### src/inc/lowpower_clk_regs.vh
// register map, field positions and codes of the low-power clock controller
`ifndef LOWPOWER_CLK_REGS_VH
`define LOWPOWER_CLK_REGS_VH

`define ADDR_SYS_CTRL       4'h0
`define ADDR_MODE_STATUS    4'h4
`define SYS_CTRL_RESET      16'h0000
`define SYS_CTRL_WMASK      16'h30fc
`define LPSEL_HI_BIT        13
`define LPSEL_LO_BIT        12
`define PCLK_LSB            2
`define PCLK_MSB            7
`define NUM_PCLK            6
`define RESP_OKAY           2'b00
`define RESP_SLVERR         2'b10
`define ST_RUN              2'b00
`define ST_CORE_SLEEP       2'b01
`define ST_SYS_SLEEP        2'b10
`define ST_HALT             2'b11

`endif

### src/rtl/low_power_clock_gating.v
// low-power mode and clock-gating controller with an axi4-lite register slave
// Notes on behaviour
// RULE_01: idle instruction stops core clock, output keeps running
// RULE_02: reset or interrupt ends idle, core clock restored
// RULE_03: two gateable domains: core and system
// RULE_04: first idle mode stops only the core domain
// RULE_05: second mode stops both, keeps watchdog, pll, oscillator
// RULE_06: halt also stops oscillator, pll and watchdog
// RULE_07: select bits 13:12: 00, 01, 1x choose mode
// RULE_08: wake sources differ per mode; halt: reset, protect
// RULE_09: software powers flash down before requesting halt
// RULE_10: six peripheral clock enables, all cleared at reset
// RULE_11: gate enables change only on clock edges, glitch-free
`timescale 1ns/1ps
`include "lowpower_clk_regs.vh"

module low_power_clock_gating (
	input  wire        clock,                  // controller clock, always running
	input  wire        rstn,                   // asynchronous reset, active low
	input  wire        idle_req,               // pulse: processor executes the idle instruction
	input  wire        periph_irq,             // peripheral interrupt request
	input  wire        ext_irq,                // external interrupt request
	input  wire        wake_irq,               // wake-up interrupt request
	input  wire        power_drive_protect_in, // power-drive-protection event
	input  wire [3:0]  awaddr,                 // axi write address
	input  wire        awvalid,                // axi write address valid
	output reg         awready,                // axi write address ready
	input  wire [31:0] wdata,                  // axi write data
	input  wire [3:0]  wstrb,                  // axi write byte strobes
	input  wire        wvalid,                 // axi write data valid
	output reg         wready,                 // axi write data ready
	output reg  [1:0]  bresp,                  // axi write response
	output reg         bvalid,                 // axi write response valid
	input  wire        bready,                 // axi write response ready
	input  wire [3:0]  araddr,                 // axi read address
	input  wire        arvalid,                // axi read address valid
	output reg         arready,                // axi read address ready
	output reg  [31:0] rdata,                  // axi read data
	output reg  [1:0]  rresp,                  // axi read response
	output reg         rvalid,                 // axi read data valid
	input  wire        rready,                 // axi read data ready
	output reg         core_clk_en_r,          // enable for core-domain gating cell
	output reg         sys_clk_en_r,           // enable for system-domain gating cell
	output reg         watchdog_clock_en_r,    // watchdog clock enable
	output reg         pll_en_r,               // pll enable
	output reg         osc_en_r,               // oscillator enable
	output reg  [5:0]  periph_clk_en_r,        // per-peripheral clock enables
	output reg  [1:0]  mode_r                  // current low-power state
);

	// register decode shared by the read and write paths
	function [1:0] reg_sel;
		input [3:0] addr;
		begin
			case (addr)
				`ADDR_SYS_CTRL:    reg_sel = 2'h1;
				`ADDR_MODE_STATUS: reg_sel = 2'h2;
				default:           reg_sel = 2'h0;
			endcase
		end
	endfunction

	reg  [15:0] system_ctrl_status_one_r; // system control register
	reg  [15:0] ctrl_nxt;
	reg         aw_have_r;
	reg  [3:0]  aw_addr_r;
	reg         w_have_r;
	reg  [31:0] w_data_r;
	reg  [3:0]  w_strb_r;
	reg         aw_have_nxt;
	reg         w_have_nxt;
	reg         bvalid_nxt;
	reg         rvalid_nxt;
	reg         do_write;
	reg  [1:0]  state_nxt;
	reg         wake;
	wire        lowpower_sel_hi = system_ctrl_status_one_r[`LPSEL_HI_BIT];
	wire        lowpower_sel_lo = system_ctrl_status_one_r[`LPSEL_LO_BIT];
	wire [15:0] ctrl_wmask      = `SYS_CTRL_WMASK; // writable bits, split per byte lane below

	// write channel bookkeeping: address and data accepted in either order
	always @* begin
		do_write    = aw_have_r & w_have_r & ~bvalid;
		aw_have_nxt = (aw_have_r | (awvalid & awready)) & ~do_write;
		w_have_nxt  = (w_have_r | (wvalid & wready)) & ~do_write;
		bvalid_nxt  = do_write | (bvalid & ~bready);
		rvalid_nxt  = (arvalid & arready) | (rvalid & ~rready);
	end

	// byte-lane merge into the control register, only writable bits change
	always @* begin
		ctrl_nxt = system_ctrl_status_one_r;
		if (do_write && reg_sel(aw_addr_r) == 2'h1) begin
			if (w_strb_r[0]) begin
				ctrl_nxt[7:0] = w_data_r[7:0] & ctrl_wmask[7:0];
			end
			if (w_strb_r[1]) begin
				ctrl_nxt[15:8] = w_data_r[15:8] & ctrl_wmask[15:8];
			end
		end
	end

	// write address and data holding, write response
	always @(posedge clock or negedge rstn) begin
		if (!rstn) begin
			aw_have_r                <= 1'b0;
			aw_addr_r                <= 4'h0;
			w_have_r                 <= 1'b0;
			w_data_r                 <= 32'h0000_0000;
			w_strb_r                 <= 4'h0;
			awready                  <= 1'b0;
			wready                   <= 1'b0;
			bvalid                   <= 1'b0;
			bresp                    <= `RESP_OKAY;
			system_ctrl_status_one_r <= `SYS_CTRL_RESET; // see RULE_10
		end else begin
			if (awvalid && awready) begin
				aw_addr_r <= awaddr;
			end
			if (wvalid && wready) begin
				w_data_r <= wdata;
				w_strb_r <= wstrb;
			end
			aw_have_r                <= aw_have_nxt;
			w_have_r                 <= w_have_nxt;
			awready                  <= ~aw_have_nxt & ~bvalid_nxt;
			wready                   <= ~w_have_nxt & ~bvalid_nxt;
			bvalid                   <= bvalid_nxt;
			system_ctrl_status_one_r <= ctrl_nxt;
			if (do_write) begin
				bresp <= (reg_sel(aw_addr_r) == 2'h1) ? `RESP_OKAY : `RESP_SLVERR; // status is read-only
			end
		end
	end

	// read channel: one cycle from address to data
	always @(posedge clock or negedge rstn) begin
		if (!rstn) begin
			arready <= 1'b0;
			rvalid  <= 1'b0;
			rdata   <= 32'h0000_0000;
			rresp   <= `RESP_OKAY;
		end else begin
			rvalid  <= rvalid_nxt;
			arready <= ~rvalid_nxt;
			if (arvalid && arready) begin
				case (reg_sel(araddr))
					2'h1: begin
						rdata <= {16'h0000, system_ctrl_status_one_r};
						rresp <= `RESP_OKAY;
					end
					2'h2: begin
						rdata <= {20'h00000, periph_clk_en_r, osc_en_r, watchdog_clock_en_r, sys_clk_en_r,
							core_clk_en_r, mode_r}; // 20 + 6 + 4 + 2 bits
						rresp <= `RESP_OKAY;
					end
					default: begin
						rdata <= 32'h0000_0000;
						rresp <= `RESP_SLVERR;
					end
				endcase
			end
		end
	end

	// wake condition for the present state
	always @* begin
		case (mode_r)
			`ST_CORE_SLEEP: wake = periph_irq | ext_irq | power_drive_protect_in;  // see RULE_08
			`ST_SYS_SLEEP:  wake = wake_irq | ext_irq | power_drive_protect_in;    // see RULE_08
			`ST_HALT:       wake = power_drive_protect_in;                         // see RULE_08
			default:        wake = 1'b0;
		endcase
	end

	// mode selection on idle, exit on wake
	always @* begin
		state_nxt = mode_r;
		case (mode_r)
			`ST_RUN: begin
				if (idle_req) begin
					if (lowpower_sel_hi) begin
						state_nxt = `ST_HALT;           // see RULE_07
					end else if (lowpower_sel_lo) begin
						state_nxt = `ST_SYS_SLEEP;      // see RULE_07
					end else begin
						state_nxt = `ST_CORE_SLEEP;     // see RULE_01, see RULE_07
					end
				end
			end
			default: begin
				if (wake) begin
					state_nxt = `ST_RUN;                // see RULE_02
				end
			end
		endcase
	end

	// registered gate enables: each changes only at a clock edge, so a latch-based
	// gating cell downstream never cuts a pulse short
	always @(posedge clock or negedge rstn) begin
		if (!rstn) begin
			mode_r              <= `ST_RUN;
			core_clk_en_r       <= 1'b1;
			sys_clk_en_r        <= 1'b1;
			watchdog_clock_en_r <= 1'b1;
			pll_en_r            <= 1'b1;
			osc_en_r            <= 1'b1;
		end else begin
			mode_r              <= state_nxt;
			core_clk_en_r       <= (state_nxt == `ST_RUN);                                // see RULE_03, see RULE_11
			sys_clk_en_r        <= (state_nxt == `ST_RUN) || (state_nxt == `ST_CORE_SLEEP); // see RULE_04, see RULE_05
			watchdog_clock_en_r <= (state_nxt != `ST_HALT);                               // see RULE_06
			pll_en_r            <= (state_nxt != `ST_HALT);                               // see RULE_06
			osc_en_r            <= (state_nxt != `ST_HALT);                               // see RULE_06
		end
	end

	// peripheral clock enables follow their bit and the system domain
	genvar gi;
	generate
		for (gi = 0; gi < `NUM_PCLK; gi = gi + 1) begin : g_pclk
			always @(posedge clock or negedge rstn) begin
				if (!rstn) begin
					periph_clk_en_r[gi] <= 1'b0;                                          // see RULE_10
				end else begin
					periph_clk_en_r[gi] <= ctrl_nxt[`PCLK_LSB + gi] &
						((state_nxt == `ST_RUN) || (state_nxt == `ST_CORE_SLEEP));       // see RULE_10, see RULE_11
				end
			end
		end
	endgenerate

endmodule

### config.mk
export PLATFORM = sky130hd
export DESIGN_NAME = low_power_clock_gating
export DESIGN_NICKNAME = d
export VERILOG_FILES = /design/src/rtl/low_power_clock_gating.v
export VERILOG_INCLUDE_DIRS = /design/src /design/src/inc
export SDC_FILE = /design/constraint.sdc
export NUM_CORES = 1
export LEC_CHECK = 0
export BUFFER_PORTS_ARGS = -buffer_cell sky130_fd_sc_hd__buf_2
export CAP_MARGIN = 20
export CORE_ASPECT_RATIO = 0.7
export CORE_MARGIN = 2
export CORE_UTILIZATION = 41
export DETAILED_ROUTE_END_ITERATION = 6
export PLACE_DENSITY = 0.71
export SYNTH_ARGS = -nofsm -noshare
export SYNTH_HDL_FRONTEND = slang
export SYNTH_SLANG_ARGS = --single-unit
### constraint.sdc
create_clock -name clock -period 3.6 [get_ports clock]
set_clock_uncertainty 0.05 [all_clocks]
set_input_delay 0.72 -clock clock [delete_from_list [all_inputs] [get_ports clock]]
set_output_delay 0.72 -clock clock [all_outputs]
set_load 0.01 [all_outputs]
Word-level counts from Yosys, hierarchy flattened
Index checks and enable logic that the tools add are counted.

Equality and inequality tests: 11. Reductions and logical operators: 11. Bitwise logic cells: 33. Mux-type cells: 15.

Operators with widths (number): $pmux 14 s2 (1); $mux 2 (9); $and 1x1->1 (17); $mux 8 (2); $eq 2x1->1 const B (5); $eq 4x3->1 const B (2); $logic_not 4->1 (2); $not 1->1 (8); $or 1x1->1 (8); $pmux 2 s2 (2); $eq 2x2->1 const B (3); $logic_and 1x1->1 (4); $logic_not 2->1 (2); $pmux 1 s3 (1); $ne 2x2->1 const B (1); $reduce_and 2->1 (1); $reduce_or 2->1 (1); $logic_or 1x1->1 (1).

Word-level logic and storage cells: 95. Bits of input ports: 56. Output and inout bits: 54. Flip-flop bits (word level): 82.

Depth between registers and ports, before layout
Gate-level depths: netlist of run 1.

Depth in word-level cells: 8. Gate-level depth with buffers: 8. Depth with buffers taken out: 7.

Worst setup path after synthesis of run 1
Ideal clock, no wire load.

Path type: input to register. Start: input port araddr[3]. End: register rdata[3]. Required time: 3.485 ns. Path slack: 1.407 ns. Library setup time: 0.065 ns. Buffers on the path: 1. Stages: 6. Arrival time: 2.078 ns. Path through: nor4_1 ha_1 and4b_1 clkbuf_1 a222oi_1 inv_1.

Word-level cells in the longest chain between the ends: 5. Elaborated cells on any way between the ends: 7. Those cells by class: eq/ne: 3; mux: 3; reduce/logical: 1.

RTL lines: start, declared (line low_power_clock_gating.v:35) `input wire [3:0] araddr,`; $eq 4x3->1 or $logic_not 4->1 (tied branches) (line low_power_clock_gating.v:55) `case (addr)`; $pmux 2 s2 (*) (line low_power_clock_gating.v:55); $mux 2 (*) (line low_power_clock_gating.v:146) `if (arvalid && arready) begin`; $eq 2x2->1 or $eq 2x1->1 (tied branches) (line low_power_clock_gating.v:147) `case (reg_sel(araddr))`; $pmux 14 s2 (*) (line low_power_clock_gating.v:147); end signal, assigned (line low_power_clock_gating.v:149) `rdata <= {16'h0000, system_ctrl_status_one_r};`; end signal, assigned (line low_power_clock_gating.v:153) `rdata <= {20'h00000, periph_clk_en_r, osc_en_r, watchdog_clock_en_r, sys_clk_en_r,`; end, declared (line low_power_clock_gating.v:38) `output reg [31:0] rdata,`.

Mark *: on every way between the ends. The rest lies on a longest branch, timed or not. The select of a mux whose other input is x is not followed. A chain may end at the register's enable or synchronous reset.

Final worst setup path of run 1
Start: input port araddr[3]. End: register rdata[7].

The elaborated chain is that of the path after synthesis.

==> results of run 1 <==
[worst min path at each step]
stage               slack, ns  cells past startpoint        end                from
finish                   0.36                      1  rdata[11]                rstn
global route             0.39                      1   rdata[8]                rstn
CTS                      0.37                      1   rdata[8]                rstn
detailed placement       0.43                      1  rdata[11]  periph_clk_en_r[5]
global placement         0.42                      1     wready              wready
floorplan                0.37                      0    arready                rstn
[cells by family (layout without fill, tap and decap cells)]
group | count (synthesis) | after routing | share of synthesized area (%)
and+or+nand+nor | 41 | 41 | 9.419
AOI/OAI and AO/OA | 39 | 39 | 12.73
adders and majority gates | 5 | 5 | 2.505
muxes | 18 | 18 | 8.066
other | 1 | 20 | 0.1502
DFF | 56 | 56 | 56.26
buffers and inverters | 44 | 87 | 10.87
[layout by cell type, fill, tap and decap left out, drive strengths merged, types with 2 or more instances in the layout]
master	netlist	final
a21oi	5	5
a222oi	5	5
a22o	6	6
a22oi	7	7
and2	2	2
and4b	2	2
buf	25	65
clkbuf	5	5
clkinvlp	0	2
conb	1	20
dfrtp	53	53
dfstp	3	3
ha	5	5
inv	14	14
mux2	17	17
nand2	17	17
nand3	2	2
nand4	6	6
nor2	3	3
nor4	2	2
o21ai	6	6
o31ai	6	6
[state kept, by name, indices dropped and copies added (netlist names), 2 cells and up]
name                      count
aw_addr_r                     4
rdata                        14
periph_clk_en_r               6
w_strb_r                      2
mode_r                        2
w_data_r                      8
system_ctrl_status_one_r      8
[per-layer routing]
layer	GRT usage (%)	up-vias	part of all wire, %
li1	-	800	-
met5	0	-	0
met3	4.738	5	8.2
met1	22.43	818	51
met2	20.68	68	40
met4	3.704	0	0.99
[final cells by class]
cell class	count	area [um^2]	share of cell area, %
multi-input cells	123	892.1	31.12
clock buffers	5	68.82	2.401
flip-flops and latches	56	1405	49.02
clock inverters	3	23.77	0.8293
inverters	14	52.55	1.833
repair buffers	65	330.3	11.52
well taps	75	93.84	3.274
[through the flow]
| step | instances | cell area (um^2) |
|---|---|---|
| floorplan | 223 | 2569 |
| global placement | 333 | 2774 |
| detailed placement | 333 | 2774 |
| CTS | 341 | 2867 |
| global route | 341 | 2867 |
| finish | 341 | 2867 |
[critical path: stages]
cell	delay (ns)
buf_2	0.10
nor4_1	0.35
ha_1	0.32
and4b_1	0.58
a222oi_1	0.20
inv_1	0.08
[power by group through the flow]
stage                     logic [W]  registers [W]  clock network (W)
after floorplan            0.000442       0.000995                  0
after global placement     0.000572        0.00100                  0
after detailed placement   0.000592        0.00101                  0
after CTS                  0.000594       0.000996           0.000357
after global routing       0.000655        0.00103           0.000387
final                      0.000590       0.000998           0.000346
==> flow_summary.ini, run 1 <==
[run_status]
result_of_the_run = completed

[job]
timing.max_cap.violations = 0

[logic_synthesis]
dominantRegCellSynth = dfrtp_1
netlist-cell-type-count = 36
synth_commonest_cells = dfrtp_1 (53), buf_4 (22), mux2_2 (17), nand2_1 (17), inv_1 (14)
postSynth.asyncResetShare_pct = 100.0
synth_most_common_cell = dfrtp_1
yosysWarnings = 0
synth_sequential_area_ratio_pct = 56.26
synth_edf_count = 0
post_synth_main_area_contributors = dfrtp_1 (53%), mux2_2 (7.7%), buf_4 (6.6%)
count_of_state_elements_after_synthesis = 56
postSynthAreaPerCell_um2 = 12.24
synth_top_area_cell = dfrtp_1
syn-cell-area_um2 = 2497
syn-instance-count = 204
synthDominantCellAreaShare_pct = 53.11

[timing]
setup_total_negative_slack_ns = 0
timing.max_slew.rel_slack_pct = 42.85
setup_viol = 0
final_min_period_over_clock_period_pct = 59.63
fmax_mhz = 465.9
final.hold.worst_slack_ns = 0.3576
maxSlewViolCount = 0
post-route-min-period_ns = 2.147
worst_pin_slew_ns = 0.8532
setup_ws_ns = 1.453
hold_viol_final = 0
unrepaired_setup_endpoints_after_global_routing = false

[clock_network]
cts-root-to-sink-buffers = 2
cts_tree = built
post_cts_setup_repair_buffer_count = 0
clk_pin_slew_ns = 0.10
cts_hold_buffers = 0
cts-buffers-inserted = 5
cts_repair_resize_count = 0
clock_latency_ns = 0.31
cts-htree-levels = 2
root_buffer = clkbuf_8
cts_num_sinks = 56

[grt]
grt_max_degree = 30
global_route_usage_over_all_layers_pct = 14.86
grt-ovfl-total = 0
grt_antenna_before_repair = 0
global_route_wire_length_before_repair_mm = 8.052
grt_pass1_vias = 1604

[drt]
firstDrtPassIters = 5
wl_mm = 4.846
vias_per_cell = 4.959
drt_iter0_drcs = 101
drc = 0
avgRoutedWirePerCell_um = 14.21
num_vias = 1691
ant_nets = 0

[worst_setup_path]
worstSetupStartpointType = primary input
worstPathRequired_ns = 3.81
timing.critical_path.from = araddr[3]
timing.setup.critical_path_class = in2reg
worst-r2r-setup-slack_ns = 1.63
endpoint_class_of_the_critical_path = flop
timing.reg2reg.worst_path_depth = 5
critPathMaxFanout = 12
setup.worst_path.end = rdata[7]
worstReg2RegStart = mode_r[0]
worstPathArrival_ns = 2.35
timing.rr.end = periph_clk_en_r[5]

[floorplan]
floorplan.initialDensity_pct = 42.96
io_pins = 110
die-area_um2 = 6742
coreArea_um2 = 5813
die_h_um = 69.30
die_x_um = 97.29
floorplan.rows = 23

[power]
p_leak_nw = 1.494
pwr-share-seq_pct = 51.6
p_comb_share_pct = 30.5
peakVddDrop_v = 0.0002853
power-per-cell-area_nw_per_um2 = 674.9
p_int_w = 0.001233
net-switching-power_w = 0.0007013
post-layout-total-power_w = 0.001935
swShare_pct = 36.25
clock_power_share_pct = 17.9

[place]
gp_congestion = 0.8200
detailed_placement_wirelength_estimate_mm = 3.540
dp_worst_setup_slack_ns = 1.115
port_buffers = 63

[cells_and_area]
syn_to_final_growth_pct = 14.78
final_nets = 326
num_antenna_cells = 0
finish.utilization_pct = 49.31
ratio_of_cells_with_drive_above_1_in_the_final_layout_pct = 38.72
fill_cells = 540

[min_path]
timing.hold.worst.class = in2async
Power figures use the tool's default switching activity.
==> run 2, diff against run 1 <==
- clock period: 3.6 -> 2 ns (I/O delays scaled with it)
==> run 2 against run 1 <==
The run now ends with negative hold slack left. Via count about the same. Sequential cell count unchanged. Wire length increased by 2.1%. Die area unchanged. Largest cell class unchanged.
==> flow_summary.ini, run 2 (synthesis gave the netlist of run 1 again) <==
[drt]
num_vias = 1692
vias_per_cell = 4.904
drt_iter0_drcs = 100
drc = 0
avgRoutedWirePerCell_um = 14.34
wl_mm = 4.946
ant_nets = 0
firstDrtPassIters = 4

[place]
dp.cells = 337
dp_worst_setup_slack_ns = -0.1363
gp_congestion = 0.7685
detailed_placement_wirelength_estimate_mm = 3.697
port_buffers = 63

[floorplan]
die_h_um = 69.30
floorplan.rows = 23
die-area_um2 = 6742
floorplan.initialDensity_pct = 42.96
io_pins = 110
coreArea_um2 = 5813
die_x_um = 97.29

[run_status]
failed_checks = negative hold slack
result_of_the_run = finished with violations

[worst_setup_path]
timing.critical_path.from = araddr[3]
path_buf_inv = 4
worstSetupStartpointType = primary input
worst-r2r-setup-slack_ns = 0.32
timing.critical_path.max_delay_family = simple AND/OR/NAND/NOR gates
worstPathRequired_ns = 2.15
critPathMaxFanout = 9
timing.reg2reg.worst_path_depth = 5
crit_path_top_delay_cell = nor4_1
path_cells = buf_2 > nor4_1 > inv_1 > ha_1 > and4b_1 > buf_4 > a222oi_1 > inv_1
timing.rr.end = periph_clk_en_r[5]
worstReg2RegStart = mode_r[0]
setup.worst_path.end = rdata[7]
critPathMostFrequentCell = inv_1
worstSetupPathDepth = 8
timing.setup.critical_path_class = in2reg
crit_path_max_incr_delay_ns = 0.37
worstPathArrival_ns = 1.93
endpoint_class_of_the_critical_path = flop

[clock_network]
clock_latency_ns = 0.31
cts-root-to-sink-buffers = 2
root_buffer = clkbuf_8
clk_pin_slew_ns = 0.11
cts_num_sinks = 56
cts-buffers-inserted = 5
cts_hold_buffers = 0
cts-htree-levels = 2
cts_tree = built
cts_repair_resize_count = 0
post_cts_setup_repair_buffer_count = 0

[cells_and_area]
largest_register_ffs = 14
ratio_of_cells_with_drive_above_1_in_the_final_layout_pct = 39.63
fill_cells = 538
finish.utilization_pct = 50.11
final_nets = 330
syn_to_final_growth_pct = 16.63
largestRegisters = rdata x14, system_ctrl_status_one_r x8, w_data_r x8
layout_common_cells = buf_2 (63), dfrtp_1 (53), conb_1 (20)
number_of_cells_in_the_finished_layout_apart_from_fillers = 345
num_antenna_cells = 0
largest-register = rdata
layout_commonest_cell = buf_2

[grt]
global_route_usage_over_all_layers_pct = 15.59
grt_max_degree = 35
grt_antenna_before_repair = 0
grt_pass1_vias = 1705
grt-ovfl-total = 0
global_route_wire_length_before_repair_mm = 8.473

[timing]
fmax_mhz = 562.3
setup_ws_ns = 0.2217
worst_pin_slew_ns = 0.6326
final.hold.worst_slack_ns = -0.007139
final_min_period_over_clock_period_pct = 88.92
timing.max_slew.rel_slack_pct = 57.72
unrepaired_setup_endpoints_after_global_routing = false
setup_viol = 0
maxSlewViolCount = 0
post-route-min-period_ns = 1.778
hold_viol_final = 10

[job]
timing.max_cap.violations = 0

[power]
p_leak_nw = 1.526
peakVddDrop_v = 0.0006085
post-layout-total-power_w = 0.003513
power-per-cell-area_nw_per_um2 = 1206

[min_path]
timing.hold.worst.class = in2async
run 2: changes by cell type in the layout (fill, tap and decap cells not counted), sizes merged:
cell	delta
clkinvlp	-1
inv	+1
buf	+4
run 2: worst min path at each step:
stage	end	startpoint	slack [ns]
final	rdata[11]	rstn	-0.007
after global routing	rdata[8]	rstn	0.01
after CTS	rdata[11]	rstn	0.004
after detailed placement	rdata[11]	rstn	0.35
after global placement	rdata[11]	rstn	0.36
after floorplan	arready	rstn	0.05
run 2: area by class of cell:
cell class	count	area, um^2	area share [%]
Sequential cell	56	1405	48.24
Clock buffer	5	68.82	2.363
Clock inverter	3	27.53	0.9450
Multi-Input combinational cell	123	892.1	30.63
Tap cell	75	93.84	3.222
Timing Repair Buffer	69	372.9	12.80
Inverter	14	52.55	1.804
run 2: per-layer routing:
layer	GRT usage [%]	wire (um)	vias up
met1	22.82	2403	808
met5	0	0	-
li1	-	-	814
met4	4.475	42	0
met2	21.53	2085	65
met3	5.948	414	5
run 2: power breakdown:
part	switching [W]	internal, W	total (W)
logic	0.000585	0.000486	0.00107
registers	0.000297	0.00150	0.00180
clock network	0.000388	0.000258	0.000645
total	0.00127	0.00224	0.00351
run 2: through the flow:
stage / area, um^2 / setup TNS [ns]
2_1_floorplan: 2569 / 0
3_3_place_gp: 2816 / -0.03128
3_5_place_dp: 2816 / -0.5805
4_1_cts: 2913 / 0
5_1_grt: 2913 / 0
6_report: 2913 / 0
run 2: worst reg2reg max path, cell delays in order, from the launching register on:
cell and delay, ns:
dfrtp_1 0.43, inv_1 0.09, ha_1 0.22, mux2i_1 0.12, a211o_2 0.43, a22oi_1 0.25
